==> src/hdl/bwp_regs.svh <==
// register map, field positions, reset values and timing counts of the period tracker
`ifndef BWP_REGS_SVH
`define BWP_REGS_SVH

`define BWP_ADDR_W              8
`define BWP_DATA_W              8
`define BWP_TIMERS_ADDR         8'h5e
`define BWP_CTRL_ADDR           8'h5f
`define BWP_STATUS_ADDR         8'h60
`define BWP_COUNTS_ADDR         8'h61
`define BWP_HOST_ENTRIES_ADDR   8'h62
`define BWP_MEM_ENTRIES_ADDR    8'h63
`define BWP_TIMERS_RESET        8'h00
`define BWP_HOST_PRESET_MSB     7
`define BWP_HOST_PRESET_LSB     4
`define BWP_MEM_PRESET_MSB      3
`define BWP_MEM_PRESET_LSB      0
`define BWP_CTRL_FIXED_BIT      7
`define BWP_HOST_EN_BIT         2
`define BWP_MEM_EN_BIT          1
`define BWP_STATUS_HOST_BIT     0
`define BWP_STATUS_MEM_BIT      1
`define BWP_CNT_W               4
`define BWP_ENTRY_W             8
`define BWP_HOST_WAIT_CYCLES    8
`define BWP_WAIT_W              4
`define BWP_BOTH_MIN_QUEUE      4'h2
`define BWP_QUEUE_W             4

`endif

==> src/hdl/bwp_pkg.sv <==
// types shared by the period tracker and its write-retire policy
`include "bwp_regs.svh"

package bwp_pkg;

    // one observed cycle on the cpu bus, same clock as the tracker
    typedef struct packed {
        logic valid;
        logic to_dram;
        logic from_cpu;
    } bwp_cycle_type;

    // state of the write queue and read traffic, from the dram side logic
    typedef struct packed {
        logic                     bus_idle;
        logic [`BWP_QUEUE_W-1:0]  queued;
        logic                     queue_full;
        logic                     above_threshold;
        logic                     read_pending;
        logic                     read_arrive;
        logic                     base_flush;
    } bwp_queue_type;

    typedef enum logic [1:0] {
        BWP_PERIOD_NONE,
        BWP_PERIOD_HOST,
        BWP_PERIOD_MEM,
        BWP_PERIOD_BOTH
    } bwp_period_type;

    typedef struct packed {
        logic [`BWP_WAIT_W-1:0] wait_cnt;
        logic                   flush;
    } bwp_retire_state_type;

    typedef struct packed {
        logic [`BWP_DATA_W-1:0]  timers;
        logic                    host_en;
        logic                    mem_en;
        logic [`BWP_CNT_W-1:0]   host_cnt;
        logic [`BWP_CNT_W-1:0]   mem_cnt;
        logic                    host_period;
        logic                    mem_period;
        logic [`BWP_ENTRY_W-1:0] host_entries;
        logic [`BWP_ENTRY_W-1:0] mem_entries;
        logic [`BWP_DATA_W-1:0]  rdata;
    } bwp_state_type;

endpackage

==> src/hdl/bwp_tracker.sv <==
// bandwidth period tracker: host and memory streak periods steering write retire
//
// Notes on behaviour
// - host preset sits in timers [7:4]; loaded at reset and memory-period entry.
// - each non-dram cycle issued by the cpu lowers the host counter.
// - a dram cycle before the host counter hits zero reloads it.
// - host period only exists while its enable bit is one.
// - host counter at zero enters host period, adjusting write retire.
// - host preset zero means always in period; n needs n cycles.
// - memory preset sits in timers [3:0]; loaded at reset and host-period entry.
// - each dram cycle from cpu or upstream master lowers memory counter.
// - a non-dram cycle before memory counter hits zero reloads it.
// - memory period only exists while its enable bit is one.
// - memory counter at zero enters memory period, adjusting write retire.
// - memory preset zero means always in period; fifteen needs fifteen cycles.
// - host period, idle bus: wait eight cycles, abandon on any read.
// - memory period, idle bus: flush once no read is pending.
// - busy bus, either period: reads defer writes unless queue full.
// - outside both periods the base write-retire policy applies.
//
// The plain strobed port was chosen for this implementation.
`timescale 1ns/10ps
`include "bwp_regs.svh"

module bwp_tracker #(
    parameter int CNT_W       = `BWP_CNT_W,
    parameter int WAIT_CYCLES = `BWP_HOST_WAIT_CYCLES
) (
    input  wire logic                    core_clk,
    input  wire logic                    rst,
    input  wire logic [`BWP_ADDR_W-1:0]  reg_addr,
    input  wire logic [`BWP_DATA_W-1:0]  reg_wdata,
    input  wire logic                    reg_write,
    input  wire logic                    reg_read,
    output logic      [`BWP_DATA_W-1:0]  reg_rdata,
    input  wire bwp_pkg::bwp_cycle_type  cpu_cycle,
    input  wire bwp_pkg::bwp_queue_type  queue,
    output logic                         host_favoured_period,
    output logic                         memory_streak_period,
    output logic                         write_flush
);

    bwp_pkg::bwp_state_type  state;
    bwp_pkg::bwp_state_type  next_state;
    bwp_pkg::bwp_period_type period;

    logic [CNT_W-1:0] host_period_preset;
    logic [CNT_W-1:0] memory_period_preset;
    logic             host_period_enable;
    logic             memory_period_enable;
    logic             cyc_dram;
    logic             cyc_other;
    logic             cyc_cpu_other;
    logic             host_entering;
    logic             mem_entering;
    logic             host_rise;
    logic             host_en_next;
    logic             mem_en_next;
    logic [CNT_W-1:0] host_base;
    logic [CNT_W-1:0] mem_base;
    logic [CNT_W-1:0] host_next;
    logic [CNT_W-1:0] mem_next;
    logic             wr_timers;
    logic             wr_ctrl;
    logic             wr_host_entries;
    logic             wr_mem_entries;
    logic [`BWP_DATA_W-1:0] ctrl_view;
    logic [`BWP_DATA_W-1:0] status_view;
    logic [`BWP_DATA_W-1:0] read_value;

    // field views of the stored registers
    always_comb begin
        host_period_preset   = CNT_W'(state.timers[`BWP_HOST_PRESET_MSB:`BWP_HOST_PRESET_LSB]);
        memory_period_preset = CNT_W'(state.timers[`BWP_MEM_PRESET_MSB:`BWP_MEM_PRESET_LSB]);
        host_period_enable   = state.host_en;
        memory_period_enable = state.mem_en;
    end

    // cycle classification; inputs share core_clk so need no synchroniser
    always_comb begin
        cyc_dram      = cpu_cycle.valid && cpu_cycle.to_dram;
        cyc_other     = cpu_cycle.valid && !cpu_cycle.to_dram;
        // non-dram cycles from upstream masters do not lower the host counter
        cyc_cpu_other = cyc_other && cpu_cycle.from_cpu;
    end

    // host entry is settled first, so the two cross reloads cannot loop
    always_comb begin
        host_en_next = wr_ctrl ? reg_wdata[`BWP_HOST_EN_BIT] : host_period_enable;
        mem_en_next  = wr_ctrl ? reg_wdata[`BWP_MEM_EN_BIT] : memory_period_enable;
        if (cyc_dram) begin
            host_base = host_period_preset;
        end else if (cyc_cpu_other && state.host_cnt != '0) begin
            host_base = state.host_cnt - CNT_W'(1);
        end else begin
            host_base = state.host_cnt;
        end
        if (cyc_other) begin
            mem_base = memory_period_preset;
        end else if (cyc_dram && state.mem_cnt != '0) begin
            mem_base = state.mem_cnt - CNT_W'(1);
        end else begin
            mem_base = state.mem_cnt;
        end
        host_entering = host_en_next && !state.host_period && (host_base == '0);
        mem_next      = host_entering ? memory_period_preset : mem_base;
        mem_entering  = mem_en_next && !state.mem_period && (mem_next == '0);
        host_next     = mem_entering ? host_period_preset : host_base;
        // entry that survives the memory reload
        host_rise     = host_entering && (host_next == '0);
    end

    // register write decode
    always_comb begin
        wr_timers       = reg_write && (reg_addr == `BWP_TIMERS_ADDR);
        wr_ctrl         = reg_write && (reg_addr == `BWP_CTRL_ADDR);
        wr_host_entries = reg_write && (reg_addr == `BWP_HOST_ENTRIES_ADDR);
        wr_mem_entries  = reg_write && (reg_addr == `BWP_MEM_ENTRIES_ADDR);
    end

    // register read views
    always_comb begin
        ctrl_view = '0;
        // top bit is a fixed one, as the reserved field reads
        ctrl_view[`BWP_CTRL_FIXED_BIT] = 1'b1;
        ctrl_view[`BWP_HOST_EN_BIT]    = state.host_en;
        ctrl_view[`BWP_MEM_EN_BIT]     = state.mem_en;
        status_view = '0;
        status_view[`BWP_STATUS_HOST_BIT] = state.host_period;
        status_view[`BWP_STATUS_MEM_BIT]  = state.mem_period;
        case (reg_addr)
            `BWP_TIMERS_ADDR: begin
                read_value = state.timers;
            end
            `BWP_CTRL_ADDR: begin
                read_value = ctrl_view;
            end
            `BWP_STATUS_ADDR: begin
                read_value = status_view;
            end
            `BWP_COUNTS_ADDR: begin
                read_value = `BWP_DATA_W'({state.host_cnt, state.mem_cnt});
            end
            `BWP_HOST_ENTRIES_ADDR: begin
                read_value = state.host_entries;
            end
            `BWP_MEM_ENTRIES_ADDR: begin
                read_value = state.mem_entries;
            end
            default: begin
                // unmapped addresses answer zero
                read_value = '0;
            end
        endcase
    end

    always_comb begin
        next_state = state;

        // register file; presets take effect at the next reload, not at once
        if (wr_timers) begin
            next_state.timers = reg_wdata;
        end
        if (wr_ctrl) begin
            next_state.host_en = reg_wdata[`BWP_HOST_EN_BIT];
            next_state.mem_en  = reg_wdata[`BWP_MEM_EN_BIT];
        end

        // read data stand only in the cycle after the strobe
        next_state.rdata = reg_read ? read_value : '0;

        // counters after own and cross reloads
        next_state.host_cnt = host_next;
        next_state.mem_cnt  = mem_next;

        next_state.host_period = next_state.host_en && (next_state.host_cnt == '0);
        next_state.mem_period  = next_state.mem_en && (next_state.mem_cnt == '0);

        // entry counters saturate; an entry in the clearing cycle still counts
        if (wr_host_entries) begin
            next_state.host_entries = host_rise ? `BWP_ENTRY_W'(1) : '0;
        end else if (host_rise && state.host_entries != '1) begin
            next_state.host_entries = state.host_entries + `BWP_ENTRY_W'(1);
        end
        if (wr_mem_entries) begin
            next_state.mem_entries = mem_entering ? `BWP_ENTRY_W'(1) : '0;
        end else if (mem_entering && state.mem_entries != '1) begin
            next_state.mem_entries = state.mem_entries + `BWP_ENTRY_W'(1);
        end
    end

    // reset value of the timers register is zero, so counters start at the preset
    always_ff @(posedge core_clk or posedge rst) begin
        if (rst) begin
            state        <= '0;
            state.timers <= `BWP_TIMERS_RESET;
        end else begin
            state <= next_state;
        end
    end

    // period seen by the retire policy
    always_comb begin
        case ({state.mem_period, state.host_period})
            2'h1: begin
                period = bwp_pkg::BWP_PERIOD_HOST;
            end
            2'h2: begin
                period = bwp_pkg::BWP_PERIOD_MEM;
            end
            2'h3: begin
                period = bwp_pkg::BWP_PERIOD_BOTH;
            end
            default: begin
                period = bwp_pkg::BWP_PERIOD_NONE;
            end
        endcase
    end

    bwp_write_retire #(
        .WAIT_CYCLES (WAIT_CYCLES)
    ) u_retire (
        .core_clk    (core_clk),
        .rst         (rst),
        .period      (period),
        .queue       (queue),
        .write_flush (write_flush)
    );

    assign reg_rdata            = state.rdata;
    assign host_favoured_period = state.host_period;
    assign memory_streak_period = state.mem_period;

endmodule

==> src/hdl/bwp_write_retire.sv <==
// write-retire decision for queued dram writes, steered by the current period
`timescale 1ns/10ps
`include "bwp_regs.svh"

module bwp_write_retire #(
    parameter int WAIT_CYCLES = `BWP_HOST_WAIT_CYCLES
) (
    input  wire logic                   core_clk,
    input  wire logic                   rst,
    input  wire bwp_pkg::bwp_period_type period,
    input  wire bwp_pkg::bwp_queue_type  queue,
    output logic                        write_flush
);

    localparam logic [`BWP_WAIT_W-1:0] WAIT_LAST = WAIT_CYCLES[`BWP_WAIT_W-1:0];

    bwp_pkg::bwp_retire_state_type state;
    bwp_pkg::bwp_retire_state_type next_state;
    logic                          queued_any;
    logic                          busy_flush;

    always_comb begin
        next_state = state;
        queued_any = queue.queued != '0;
        // busy bus in either period: reads win until the queue is full
        busy_flush = queue.above_threshold && (queue.queue_full || !queue.read_arrive);
        case (period)
            bwp_pkg::BWP_PERIOD_HOST: begin
                if (queue.bus_idle) begin
                    if (!queued_any || queue.read_arrive) begin
                        next_state.wait_cnt = '0;
                    end else if (state.wait_cnt != WAIT_LAST) begin
                        next_state.wait_cnt = state.wait_cnt + 1'b1;
                    end
                    next_state.flush = queued_any && !queue.read_arrive
                                       && (state.wait_cnt == WAIT_LAST);
                end else begin
                    next_state.wait_cnt = '0;
                    next_state.flush = busy_flush;
                end
            end
            bwp_pkg::BWP_PERIOD_MEM: begin
                next_state.wait_cnt = '0;
                if (queue.bus_idle) begin
                    next_state.flush = queued_any && !queue.read_pending;
                end else begin
                    next_state.flush = busy_flush;
                end
            end
            bwp_pkg::BWP_PERIOD_BOTH: begin
                next_state.wait_cnt = '0;
                // odd setting: threshold, or two queued with no reads about
                next_state.flush = queue.above_threshold
                                   || (!queue.read_pending
                                       && queue.queued >= `BWP_BOTH_MIN_QUEUE);
            end
            default: begin
                next_state.wait_cnt = '0;
                next_state.flush = queue.base_flush;
            end
        endcase
    end

    always_ff @(posedge core_clk or posedge rst) begin
        if (rst) begin
            state <= '0;
        end else begin
            state <= next_state;
        end
    end

    assign write_flush = state.flush;

endmodule

==> config.mk <==
export PLATFORM = sky130hd
export DESIGN_NAME = bwp_tracker
export DESIGN_NICKNAME = d
export VERILOG_FILES = /design/src/hdl/bwp_pkg.sv /design/src/hdl/bwp_tracker.sv /design/src/hdl/bwp_write_retire.sv
export VERILOG_INCLUDE_DIRS = /design/src /design/src/hdl
export SDC_FILE = /design/constraint.sdc
export NUM_CORES = 1
export LEC_CHECK = 0
export BUFFER_PORTS_ARGS = -buffer_cell sky130_fd_sc_hd__buf_2
export CORE_UTILIZATION = 59
export CTS_BUF_LIST = sky130_fd_sc_hd__clkbuf_2
export DETAILED_ROUTE_END_ITERATION = 12
export GPL_ROUTABILITY_DRIVEN = 0
export GPL_TIMING_DRIVEN = 0
export HOLD_SLACK_MARGIN = 0.06
export PLACE_DENSITY = 0.92
export SYNTH_ARGS = -nofsm -noshare
export SYNTH_HDL_FRONTEND = slang
export SYNTH_SLANG_ARGS = --single-unit
export TNS_END_PERCENT = 20
==> constraint.sdc <==
create_clock -name core_clk -period 4.1 [get_ports core_clk]
set_clock_uncertainty 0.2 [all_clocks]
set_input_delay 0.41 -clock core_clk [delete_from_list [all_inputs] [get_ports core_clk]]
set_output_delay 0.41 -clock core_clk [all_outputs]
set_load 0.01 [all_outputs]
==> impl_summary.txt, run 1 <==
----------------------------------------------------
[Run status]
  Status ... finished, final reports clean

[Worst setup path]
  Maximum net fanout on the critical path ... 7
  Critical path capture point type ... flop
  Critical-path top delay cell ... sky130_fd_sc_hd__or3b_2
  Cells traversed along the worst timing path ... inv_1 > ha_1 > or3b_2 > o21a_1 > o22ai_1 > and4bb_2 > o21ai_0 > a21boi_4 > mux2_1
  Top cell family by delay on the critical path ... compound AO/OA/AOI/OAI gates
  WP buf/inv ... 1
  Worst path required time ... roughly 4.3 ns
  Launching element type of the critical path ... flop
  Largest stage delay on the critical path ... 0.50 ns
  Worst Setup Path Type ... reg -> reg
  Worst EP arrival ... 3.39 ns

[Layout]
  Area overhead of the layout relative to synthesis ... 14.9%
  Share of post-route cells with drive strength above 1 ... around 24%
  Post-route cell area ... between 3000 and 4000 um2
  Number of inserted diodes ... 0
  Layout Nets ... ~410

[Placement]
  Area after DPL ... roughly 3300 um2
  DPL Wire Length ... between 5 and 6 mm
  Count of input and output buffers ... a little over 40

[Synthesis]
  Synth Flop Type ... sky130_fd_sc_hd__dfrtp_1
  Number of distinct library cell variants in the gate-level netlist after synthesis ... 65
  Syn Std Cell Area ... roughly 3000 um2
  Flop and latch count out of synthesis ... 49
  Post-synthesis sequential area ratio ... between 40% and 50%
  Count of flip-flops with a built-in enable after synthesis ... 0
  Post-Synthesis Net Count ... about 350
  Yosys Warn Count ... 0
  Post-synthesis cell count ... ~310
  Fraction of registers with async set/reset ... 100%
  Mean Syn Cell Area ... roughly 9.6 um2

[CTS]
  Clock tree from TritonCTS ... yes
  Root buffer cell ... sky130_fd_sc_hd__clkbuf_2
  Number of clock sinks ... 49
  H-tree depth reported by CTS ... 2
  Post-CTS setup buffer count ... 0
  Source-to-sink clock delay at the later pin of the worst-skew pair ... roughly 0.44 ns
  Max Buffers Root-to-Sink ... 2
  Number of gates resized after CTS ... 0
  CTS Buf Count ... 5
  Clock-pin slew of the registers on the worst-case setup and hold paths ... 0.24 ns

[Detailed routing]
  Count of nets left with antenna violations after detail routing ... 0
  Count of TritonRoute iterations in the first routing pass ... 5
  Detailed-route via count ... between 2k and 3k
  First-iteration detailed-routing DRC count ... between 200 and 250
  DR DRC count ... 0
  Drt total wl ... about 7 mm
  Detailed-route wire length per cell ... 16.2 um
  Drt via density ... approximately 6.2

[Timing]
  Total Neg Setup Slack ... 0 ns
  Number of hold violations in the final report ... 0
  Share of the cycle needed by the critical path after routing ... slightly below 80%
  Worst slew margin ... between 40 and 50%
  Actual slew at the worst max-slew pin ... between 0.8 and 0.9 ns
  Setup violation total in the final timing report ... 0
  Number of pins with negative max-slew slack in the final report ... 0
  Final critical-path required period ... about 3.2 ns
  Setup repair after global routing missed its margin ... no
  Top achievable clock speed ... between 0.3 and 0.4 GHz

[Power]
  Leak ... around 1.6 nW
  Fraction of power consumed by the clock network ... 19.8%
  Comb pwr share ... approximately a fifth
  Worst IR drop on VDD ... between 200 and 300 uV
  Part of the total power dissipated in sequential elements ... about three fifths
  Switching Share ... about a third
  Net Sw Power ... 0.000304 W
  Cell-internal power ... 0.000654 W
  Pwr/cell area ... between 200 and 300 nW/um2

[Global routing]
  Initial antenna violation count ... 0
  Largest net degree at the start of global routing ... 35
  Total routing resource utilization after global routing ... 29.4%
  First-pass GRT wire length ... about 12 mm
  Residual overflow from global routing ... 0
  Via count of the first global-routing pass ... ~2.6k

[Floorplan]
  Core Rows ... 25
  Starting density of the core ... 62.3%
  Die Width ... ~73 um
  Die H ... 73.3 um
  Die footprint ... between 5000 and 6000 um2
  Core ar. ... 4820 um2
  # IOs ... 44

[Min path]
  Path class of the lowest-slack min-delay path ... in -> reg

[Run]
  Number of maximum-capacitance violations ... 0

----------------------------------------------------
==> synthesized netlist by cell type (all sizes together) (3+ instances only) <==
master  number  area [um2]
or3         10        67.6
nor3b        3        27.5
a221oi       5        43.8
inv         14        52.6
clkbuf       3        21.3
nor2        43         161
nand2b       3        18.8
buf         13        91.3
nor3         4        25.0
o21ai       16        80.1
ha           6        75.1
nand2       16        62.6
a21oi       16        80.1
a31oi        6        37.5
nand4        6        37.5
and3         5        31.3
dfrtp       49        1230
nand3        7        35.0
nand3b       4        30.0
nor4         6        52.6
nor2b        4        25.0
mux2i       13         130
xor2         6        52.6
or4          4        33.8
mux2        15         169
and2         3        21.3
==> path summary, 6_finish.rpt <==
path	end	slack, ns	start	depth (start not counted)
max	state[33]$_DFF_PP0_	0.86	state[26]$_DFF_PP0_	9
min	u_retire.write_flush$_DFF_PP0_	0.07	queue[0]	2
max reg2reg	state[33]$_DFF_PP0_	0.86	state[26]$_DFF_PP0_	9
min reg2reg	state[22]$_DFFE_PP0P_	0.39	state[22]$_DFFE_PP0P_	1
max in group asynchronous	u_retire.state[2]$_DFFE_PP0P_	2.94	rst	4
min in group asynchronous	state[17]$_DFFE_PP0P_	0.25	rst	3
==> sequential cells by signal, summed over array words and instances, names as in the netlist <==
register,count
state,24
reg_rdata,8
host_period_preset,4
memory_period_preset,4
u_retire.state,4
host_favoured_period,1
host_period_enable,1
memory_period_enable,1
memory_streak_period,1
u_retire.write_flush,1
==> kinds of logic after synthesis <==
family	Yosys count	synth area share [%]
mux	29	10.7
compound gates	62	13.8
fa+ha+maj	6	2.50
buf+inv	30	5.50
flops	49	40.9
simple gates	129	24.3
xor+xnor	8	2.34
==> per-stage QoR <==
step	util [%]	hold slack [ns]	cells	worst slack [ns]	power (W)
after floorplan	-	0.285	313	1.18	0.000693
after global placement	68.3	0.335	421	0.974	0.000744
after detailed placement	69.0	0.188	423	0.946	0.000762
after CTS	71.6	0.0677	439	0.912	0.000952
after global routing	71.6	0.0678	439	0.759	0.000998
final	71.6	0.0695	439	0.861	0.000958
==> final cells by class <==
type | instances | area, um2
multi-input cells | 234 | 1620
fillers | 373 | 1370
flip-flops and latches | 49 | 1230
repair buffers | 52 | 323
plain buffers | 16 | 113
well taps | 67 | 83.8
inverters | 14 | 52.6
clock buffers | 6 | 30.0
clock inverters | 1 | 3.75
==> layout by cell type (no fill, tap or decap), types with 3 or more instances in the layout <==
cell type and count:
sky130_fd_sc_hd__mux2i_1 13, sky130_fd_sc_hd__o21ai_0 14, sky130_fd_sc_hd__nand3_1 7, sky130_fd_sc_hd__mux2_2 12
sky130_fd_sc_hd__nand2_1 15, sky130_fd_sc_hd__and3_1 5, sky130_fd_sc_hd__clkbuf_2 6, sky130_fd_sc_hd__a31oi_1 6
sky130_fd_sc_hd__a221oi_1 5, sky130_fd_sc_hd__a21oi_1 16, sky130_fd_sc_hd__nor3_1 3, sky130_fd_sc_hd__nand3b_1 4
sky130_fd_sc_hd__nand4_1 6, sky130_fd_sc_hd__buf_2 42, sky130_fd_sc_hd__xor2_1 6, sky130_fd_sc_hd__nand2b_1 3
sky130_fd_sc_hd__or3_1 9, sky130_fd_sc_hd__dlygate4sd3_1 9, sky130_fd_sc_hd__ha_1 6, sky130_fd_sc_hd__inv_1 13
sky130_fd_sc_hd__nor2b_1 4, sky130_fd_sc_hd__nor2_1 43, sky130_fd_sc_hd__mux2_1 3, sky130_fd_sc_hd__buf_4 10
sky130_fd_sc_hd__nor4_1 4, sky130_fd_sc_hd__dfrtp_1 49, sky130_fd_sc_hd__or4_1 3
==> metal layers <==
metal,GRT usage [%],part of all wire [%],vias to the layer above
met2,51.0,50,138
li1,-,-,1258
met4,9.62,2.2,0
met3,5.08,8.1,23
met5,0,0,-
met1,37.5,40,1305
==> power groups by stage <==
stage / Clock (W) / Sequential, W / Combinational (W)
after floorplan: 0 / 0.000553 / 0.000140
after global placement: 0 / 0.000568 / 0.000176
after detailed placement: 0 / 0.000571 / 0.000191
after CTS: 0.000191 / 0.000562 / 0.000200
after global routing: 0.000206 / 0.000569 / 0.000224
final: 0.000190 / 0.000566 / 0.000203
==> repair_timing <==
| item | in CTS | in global routing |
|---|---|---|
| hold buffers | 9 | 0 |
| endpoints found under the hold margin | 58 | 0 |
| setup endpoints to repair | 0 | 0 |
Note: power is estimated with default switching activity, not from simulation.
==> run 2, diff against run 1 <==
clock period = 3.1 ns   (was 4.1 ns; I/O delays follow)
==> run 2 against run 1 <==
  * The run now ends with setup timing left
  * Fmax increased by 2.7%
  * Via count increased by 3.2%
  * Total power increased by 39%
  * Count of clock-buffer cells in the layout unchanged
  * Largest cell class unchanged
  * Clock power increased by 33%
  * Die area unchanged
  * Sequential share of layout area decreased by 2.0 points
  * Global-route usage increased by 0.57 points
  * Worst setup slack got worse by 0.91 ns
  * Non-clock buffer count increased by 13
  * Largest power group unchanged
  * Routed wire length increased by 9.2%
  * Register-to-register slack got worse by 0.91 ns
==> impl_summary.txt, run 2 (synthesis gave the netlist of run 1 again) <==
----------------------------------------------------
[Worst setup path]
  Worst Setup Path Type ... reg -> reg
  Worst EP arrival ... 3.34 ns (-0.05 ns)
  Maximum net fanout on the critical path ... 10 (+3)
  Setup slack on the worst flop-to-flop path ... -0.05 ns (-0.91 ns)
  Reg-to-Reg Start ... state[31]$_DFF_PP0_
  Largest stage delay on the critical path ... 0.54 ns (+0.04 ns)
  Worst path required time ... 3.28 ns (-0.98 ns)
  CP startpoint ... state[31]$_DFF_PP0_
  Critical path capture point type ... flop
  Critical-path top delay cell ... sky130_fd_sc_hd__or4_4
  FF-to-FF path depth ... 11 (+2)
  Launching element type of the critical path ... flop
  Worst Setup EP ... state[15]$_DFFE_PP0P_
  Cells traversed along the worst timing path ... buf_4 > or3_4 > or4_4 > a31oi_4 > or4_4 > buf_4 > o211ai_4 > and2_4 > buf_6 > or3_4 > a21oi_2
  Terminus of the critical flop-to-flop path ... state[15]$_DFFE_PP0P_

[Layout]
  Top library cells by usage in the layout, fill and taps aside ... 47 x sky130_fd_sc_hd__dfrtp_1, 43 x sky130_fd_sc_hd__nor2_1, 42 x sky130_fd_sc_hd__buf_2
  Max reg flops ... 24 (unchanged)
  Register containing the most flip-flops in the final layout ... state
  Share of post-route cells with drive strength above 1 ... 30.9% (+6.7 points)
  Area overhead of the layout relative to synthesis ... 21.9%
  Final core area utilization ... 75.9% (+4.4 points)
  Commonest non-fill, non-tap cell in the layout ... sky130_fd_sc_hd__dfrtp_1
  Layout Nets ... 424 (+3.2%)
  Number of fill cells ... 336 (-9.9%)
  Post-route cell area ... 3660 um2 (+6.1%)
  Number of inserted diodes ... 0 (unchanged)

[Timing]
  Setup violation total in the final timing report ... 6 (+6)
  Worst slew margin ... 49.0% (+3.2 points)
  Final setup slack of the worst path ... -0.0539 ns (-0.915 ns)
  Share of the cycle needed by the critical path after routing ... 102% (+23 points)
  Number of hold violations in the final report ... 0 (unchanged)
  Setup repair after global routing missed its margin ... yes
  Actual slew at the worst max-slew pin ... 0.758 ns (-0.0480 ns)
  Top achievable clock speed ... 0.317 GHz (+2.7%)
  Number of pins with negative max-slew slack in the final report ... 0 (unchanged)
  Final critical-path required period ... 3.15 ns (-0.0851 ns)

[Detailed routing]
  Drt via density ... 6.22 (+0.19%)
  Detailed-route via count ... 2810 (+3.2%)
  DR DRC count ... 0 (unchanged)
  First-iteration detailed-routing DRC count ... 348 (+51%)
  Detailed-route wire length per cell ... 17.2 um (+6.0%)
  Count of nets left with antenna violations after detail routing ... 0 (unchanged)
  Drt total wl ... 7.78 mm (+9.2%)
  Count of TritonRoute iterations in the first routing pass ... 7 (+2)

[Global routing]
  Via count of the first global-routing pass ... 2652 (+1.4%)
  Residual overflow from global routing ... 0 (unchanged)
  Total routing resource utilization after global routing ... 30.0% (+0.57 points)
  First-pass GRT wire length ... 12.2 mm (+2.1%)
  Initial antenna violation count ... 0 (unchanged)
  Largest net degree at the start of global routing ... 35 (unchanged)

[Min path]
  Start point of the worst hold path ... reg_addr[0]
  Path class of the lowest-slack min-delay path ... in -> reg
  Cell count of the worst hold path ... 3 (+1)

[Floorplan]
  Starting density of the core ... 62.3% (unchanged)
  Core ar. ... 4820 um2 (unchanged)
  # IOs ... 44 (unchanged)
  Die H ... 73.3 um (unchanged)
  Core Rows ... 25 (unchanged)
  Die footprint ... 5370 um2 (unchanged)
  Die Width ... 73.3 um (unchanged)

[CTS]
  Clock-pin slew of the registers on the worst-case setup and hold paths ... 0.23 ns (about the same)
  Max Buffers Root-to-Sink ... 2 (unchanged)
  Root buffer cell ... sky130_fd_sc_hd__clkbuf_2
  H-tree depth reported by CTS ... 2 (unchanged)
  Clock tree from TritonCTS ... yes
  CTS Buf Count ... 5 (unchanged)
  Source-to-sink clock delay at the later pin of the worst-skew pair ... 0.45 ns (about the same)
  Number of clock sinks ... 49 (unchanged)

[Placement]
  DPL Wire Length ... 5.18 mm (unchanged)
  Count of input and output buffers ... 41 (unchanged)
  Area after DPL ... 3320 um2 (unchanged)

[Power]
  Worst IR drop on VDD ... 348 uV (+36%)
  Leak ... 1.68 nW (+4.9%)
  Pwr/cell area ... 365 nW/um2 (+31%)

[Run status]
  Violated checks ... setup timing
  Status ... complete, but fails checks

[Run]
  Number of maximum-capacitance violations ... 0 (unchanged)

----------------------------------------------------
## run 2: stage by stage
stage               power [W]  worst slack [ns]  TNS (ns)  hold WS, ns  instances
CTS                   0.00128            0.0244         0       0.0616        449
global route          0.00139            -0.106    -0.851       0.0733        452
floorplan            0.000917             0.184         0        0.262        313
finish                0.00134           -0.0539    -0.133       0.0806        452
detailed placement    0.00101           -0.0545    -0.169       0.0884        423
global placement     0.000984           -0.0257   -0.0669        0.335        421
## run 2: worst min path at each step
stage | end | slack [ns]
2_1_floorplan | host_period_preset[0]$_DFFE_PP0P_ | 0.26
3_3_place_gp | u_retire.state[4]$_DFFE_PP0P_ | 0.34
3_5_place_dp | state[17]$_DFFE_PP0P_ | 0.09
4_1_cts | reg_rdata[2]$_DFF_PP0_ | 0.06
5_1_grt | reg_rdata[2]$_DFF_PP0_ | 0.07
6_report | reg_rdata[2]$_DFF_PP0_ | 0.08
## run 2: routing by layer
| metal | global-route usage, % | wire length [um] | up-vias | share of wire (%) |
|---|---|---|---|---|
| li1 | - | - | 1287 | - |
| met1 | 39.4 | 3100 | 1334 | 40 |
| met2 | 51.6 | 3840 | 167 | 49 |
| met3 | 4.66 | 671 | 22 | 8.6 |
| met4 | 8.55 | 165 | 0 | 2.1 |
| met5 | 0 | 0 | - | 0 |
## run 2: final cells by class
type	count	area, um2	area share, %
plain buffers	16	113	3.08
clock buffers	6	30.0	0.821
clock inverters	1	3.75	0.103
inverters	14	52.6	1.44
multi-input cells	234	1710	46.9
flip-flops and latches	49	1230	33.6
well taps	67	83.8	2.29
repair buffers	65	432	11.8
## run 2: where the power goes
| group | internal (W) | switching [W] | total, W |
|---|---|---|---|
| sequential | 0.000680 | 0.0000623 | 0.000743 |
| combinational | 0.000170 | 0.000171 | 0.000341 |
| clock | 0.0000524 | 0.000200 | 0.000253 |
## run 2: worst max-delay path, delay by kind of cell, from the launching register on
family	cells	cell delay, ns
AO/OA/AOI/OAI	3	0.43
buffers and inverters	3	0.41
AND/OR/NAND/NOR	5	1.62
flip-flops	1	0.43
## run 2: what timing repair did
action                     CTS  global route
resized for setup            2            23
hold buffers                12             0
pin swaps                    2             8
setup buffers                7             3
setup endpoints to repair    6            11
hold endpoints to repair    67             0
==> run 3, diff against run 2 <==
CORE_UTILIZATION = 23   (was 59)
PLACE_DENSITY = 0.49   (was 0.92)
SYNTH_HIERARCHICAL = 1   (was default)
==> run 3 against run 2 <==
  * The flow now finishes without violations
  * Non-clock buffer count rose by 7
  * Total power rose by 34%
  * Flip-flop and latch count did not move
  * Synthesized area rose by 7.6%
  * Final cell count rose by 34%
  * Register-to-register slack improved by 0.17 ns
  * Global-route usage fell by 16 points
==> impl_summary.txt, run 3 <==
----------------------------------------------------
[Placement]
  DPL Wire Length ... 7.16 mm (+38%)
  Count of input and output buffers ... 42 (+2.4%)
  Dpl cells ... 571 (+35%)

[Synthesis]
  Post-synth top area cell ... sky130_fd_sc_hd__dfrtp_1
  Post-synthesis sequential area ratio ... 38.0% (-2.9 points)
  Ranking of synthesized cells by area ... sky130_fd_sc_hd__dfrtp_1 38%, sky130_fd_sc_hd__mux2_2 5.2%, sky130_fd_sc_hd__mux2i_1 4.6%, sky130_fd_sc_hd__nor2_1 3.6%, sky130_fd_sc_hd__nand2_1 3.1%
  Commonest cells in the netlist ... 49 x sky130_fd_sc_hd__dfrtp_1, 31 x sky130_fd_sc_hd__nor2_1, 27 x sky130_fd_sc_hd__nand2_1
  Share of Yosys cell area claimed by the top area cell type ... 38.0% (-2.9 points)
  Flop and latch count out of synthesis ... 49 (unchanged)
  Number of distinct library cell variants in the gate-level netlist after synthesis ... 63 (-3.1%)
  Most repeated cell in the gate-level netlist after synthesis ... sky130_fd_sc_hd__dfrtp_1
  Yosys Warn Count ... 6 (+6)
  Mean Syn Cell Area ... 9.17 um2 (-4.3%)
  Post-Synthesis Net Count ... 391 (+11%)
  Fraction of registers with async set/reset ... 100% (unchanged)
  Synth Flop Type ... sky130_fd_sc_hd__dfrtp_1
  Count of flip-flops with a built-in enable after synthesis ... 0 (unchanged)
  Syn Std Cell Area ... 3230 um2 (+7.6%)
  Post-synthesis cell count ... 352 (+12%)

[CTS]
  Number of clock sinks ... 49 (unchanged)
  Root buffer cell ... sky130_fd_sc_hd__clkbuf_2
  CTS Buf Count ... 5 (unchanged)
  H-tree depth reported by CTS ... 2 (unchanged)
  Clock tree from TritonCTS ... yes
  Source-to-sink clock delay at the later pin of the worst-skew pair ... 0.49 ns (+0.04 ns)
  Clock-pin slew of the registers on the worst-case setup and hold paths ... 0.25 ns (+0.02 ns)
  Max Buffers Root-to-Sink ... 2 (unchanged)

[Power]
  Part of the total power dissipated in sequential elements ... 46.1% (-9.5 points)
  Switching Share ... 36.2% (+3.8 points)
  Pwr/cell area ... 441 nW/um2 (+21%)
  Net Sw Power ... 0.000650 W (+50%)
  Comb pwr share ... 34.0% (+8.5 points)
  Cell-internal power ... 0.00114 W (+27%)
  Worst IR drop on VDD ... 223 uV (-36%)
  Leak ... 1.73 nW (+3.2%)
  Fraction of power consumed by the clock network ... 19.9% (+1.0 points)

[Timing]
  Final critical-path required period ... 2.98 ns (-0.171 ns)
  Share of the cycle needed by the critical path after routing ... 96.2% (-5.5 points)
  Setup violation total in the final timing report ... 0 (-6)
  Actual slew at the worst max-slew pin ... 0.603 ns (-0.156 ns)
  Number of pins with negative max-slew slack in the final report ... 0 (unchanged)
  Worst Hold Margin ... 0.0584 ns (-0.0222 ns)
  Number of hold violations in the final report ... 0 (unchanged)
  Top achievable clock speed ... 0.335 GHz (+5.7%)
  Worst slew margin ... 59.7% (+11 points)

[Worst setup path]
  Maximum net fanout on the critical path ... 7 (-3)
  Worst EP arrival ... 3.22 ns (-0.12 ns)
  Worst Setup Path Type ... reg -> reg
  Critical path capture point type ... flop
  Launching element type of the critical path ... flop
  Worst path required time ... 3.34 ns (+0.06 ns)

[Layout]
  Share of post-route cells with drive strength above 1 ... 25.1% (-5.9 points)
  Area overhead of the layout relative to synthesis ... 26.1%
  Top library cells by usage in the layout, fill and taps aside ... 47 x sky130_fd_sc_hd__dfrtp_1, 43 x sky130_fd_sc_hd__buf_2, 31 x sky130_fd_sc_hd__nor2_1
  Register containing the most flip-flops in the final layout ... state
  Max reg flops ... 24 (unchanged)
  Finished Layout Cells ... 604 (+34%)
  Commonest non-fill, non-tap cell in the layout ... sky130_fd_sc_hd__dfrtp_1
  Number of fill cells ... 1448 (+330%)
  Layout Nets ... 466 (+9.9%)

[Global routing]
  Largest net degree at the start of global routing ... 24 (-31%)
  Initial antenna violation count ... 1 (+1)
  First-pass GRT wire length ... 15.3 mm (+25%)
  Residual overflow from global routing ... 0 (unchanged)
  Via count of the first global-routing pass ... 2953 (+11%)
  Total routing resource utilization after global routing ... 13.6% (-16 points)

[Floorplan]
  Die H ... 120 um (+64%)
  Starting density of the core ... 24.0% (-38 points)
  # IOs ... 44 (unchanged)
  Die footprint ... 14500 um2 (+170%)
  Die Width ... 120 um (+64%)
  Core ar. ... 13500 um2 (+180%)
  Core Rows ... 42 (+68%)

[Detailed routing]
  Detailed-route via count ... 3048 (+8.5%)
  Drt via density ... 5.05 (-19%)
  Drt total wl ... 9.58 mm (+23%)
  Count of nets left with antenna violations after detail routing ... 0 (unchanged)
  Count of TritonRoute iterations in the first routing pass ... 5 (-2)
  First-iteration detailed-routing DRC count ... 140 (-60%)
  Detailed-route wire length per cell ... 15.9 um (-7.8%)
  DR DRC count ... 0 (unchanged)

[Run]
  Number of maximum-capacitance violations ... 0 (unchanged)

[Min path]
  Path class of the lowest-slack min-delay path ... in -> reg

[Run status]
  Status ... finished, final reports clean

----------------------------------------------------
-- run 3: worst paths after layout --
kind	startpoint	to	slack [ns]	depth (start not counted)
setup / recovery	state[32]$_DFF_PP0_	state[12]$_DFFE_PP0P_	0.12	6
max in group asynchronous	rst	u_retire/write_flush$_DFF_PP0_	1.95	4
hold / removal	cpu_cycle[2]	state[16]$_DFFE_PP0P_	0.06	4
min in group asynchronous	rst	reg_rdata[1]$_DFF_PP0_	0.15	3
hold reg to reg	state[22]$_DFFE_PP0P_	state[22]$_DFFE_PP0P_	0.33	1
setup reg to reg	state[32]$_DFF_PP0_	state[12]$_DFFE_PP0P_	0.12	6
-- run 3: routing by layer --
metal	vias to the layer above	wire, um	GRT usage (%)
li1	1474	-	-
met1	1477	4770	19.3
met5	-	0	0
met3	11	509	3.07
met2	86	4180	20.5
met4	0	127	4.17
-- run 3: final cells by class --
| class | count | area [um2] | share of cell area [%] |
|---|---|---|---|
| Buffer | 20 | 111 | 2.74 |
| Sequential cell | 49 | 1230 | 30.2 |
| Clock inverter | 2 | 35.0 | 0.860 |
| Inverter | 19 | 71.3 | 1.75 |
| Multi-Input combinational cell | 264 | 1920 | 47.1 |
| Antenna cell | 1 | 2.50 | 0.0615 |
| Tap cell | 176 | 220 | 5.41 |
| Clock buffer | 5 | 25.0 | 0.615 |
| Timing Repair Buffer | 68 | 458 | 11.2 |
-- run 3: cell families after synthesis --
logic type	after synthesis	synth area share, %
multiplexers	30	9.88
AO/OA/AOI/OAI	83	18.8
buffers and inverters	39	5.54
AND/OR/NAND/NOR	143	25.0
adder cells (fa/ha/maj)	6	2.32
flip-flops	49	38.0
XOR/XNOR	2	0.543
-- run 3: power by group through the flow --
stage / logic (W) / clock network (W) / registers, W
finish: 0.000609 / 0.000358 / 0.000827
global route: 0.000669 / 0.000385 / 0.000839
CTS: 0.000536 / 0.000364 / 0.000816
detailed placement: 0.000475 / 0 / 0.000834
global placement: 0.000463 / 0 / 0.000831
floorplan: 0.000366 / 0 / 0.000787
-- run 3: critical path, stage by stage (launching register included) --
cell and delay, ns:
sky130_fd_sc_hd__dfrtp_2 0.52, sky130_fd_sc_hd__or4b_4 0.59, sky130_fd_sc_hd__a311oi_4 0.46, sky130_fd_sc_hd__nand4_4 0.21
sky130_fd_sc_hd__mux2i_4 0.27, sky130_fd_sc_hd__or4_1 0.53, sky130_fd_sc_hd__a21oi_1 0.16
-- run 3: stage by stage --
stage / util (%) / setup WS, ns / cell area [um2] / TNS, ns / total power [W]
after CTS: 29.5 / -0.0342 / 3970 / -0.0860 / 0.00172
after detailed placement: 27.4 / -0.297 / 3680 / -3.34 / 0.00131
after global placement: 27.2 / -0.245 / 3660 / -2.40 / 0.00129
final: 30.3 / 0.117 / 4070 / 0 / 0.00179
after floorplan: - / 0.220 / 3230 / 0 / 0.00115
after global routing: 30.3 / -0.00825 / 4070 / -0.00876 / 0.00189
-- run 3: repair_timing --
item                                    4_1_cts  5_1_grt
setup buffers                                 4        5
pin swaps                                     3        4
endpoints found under the setup margin       19       22
hold buffers                                 16        0
resized for setup                             8       16
endpoints found under the hold margin        69        0
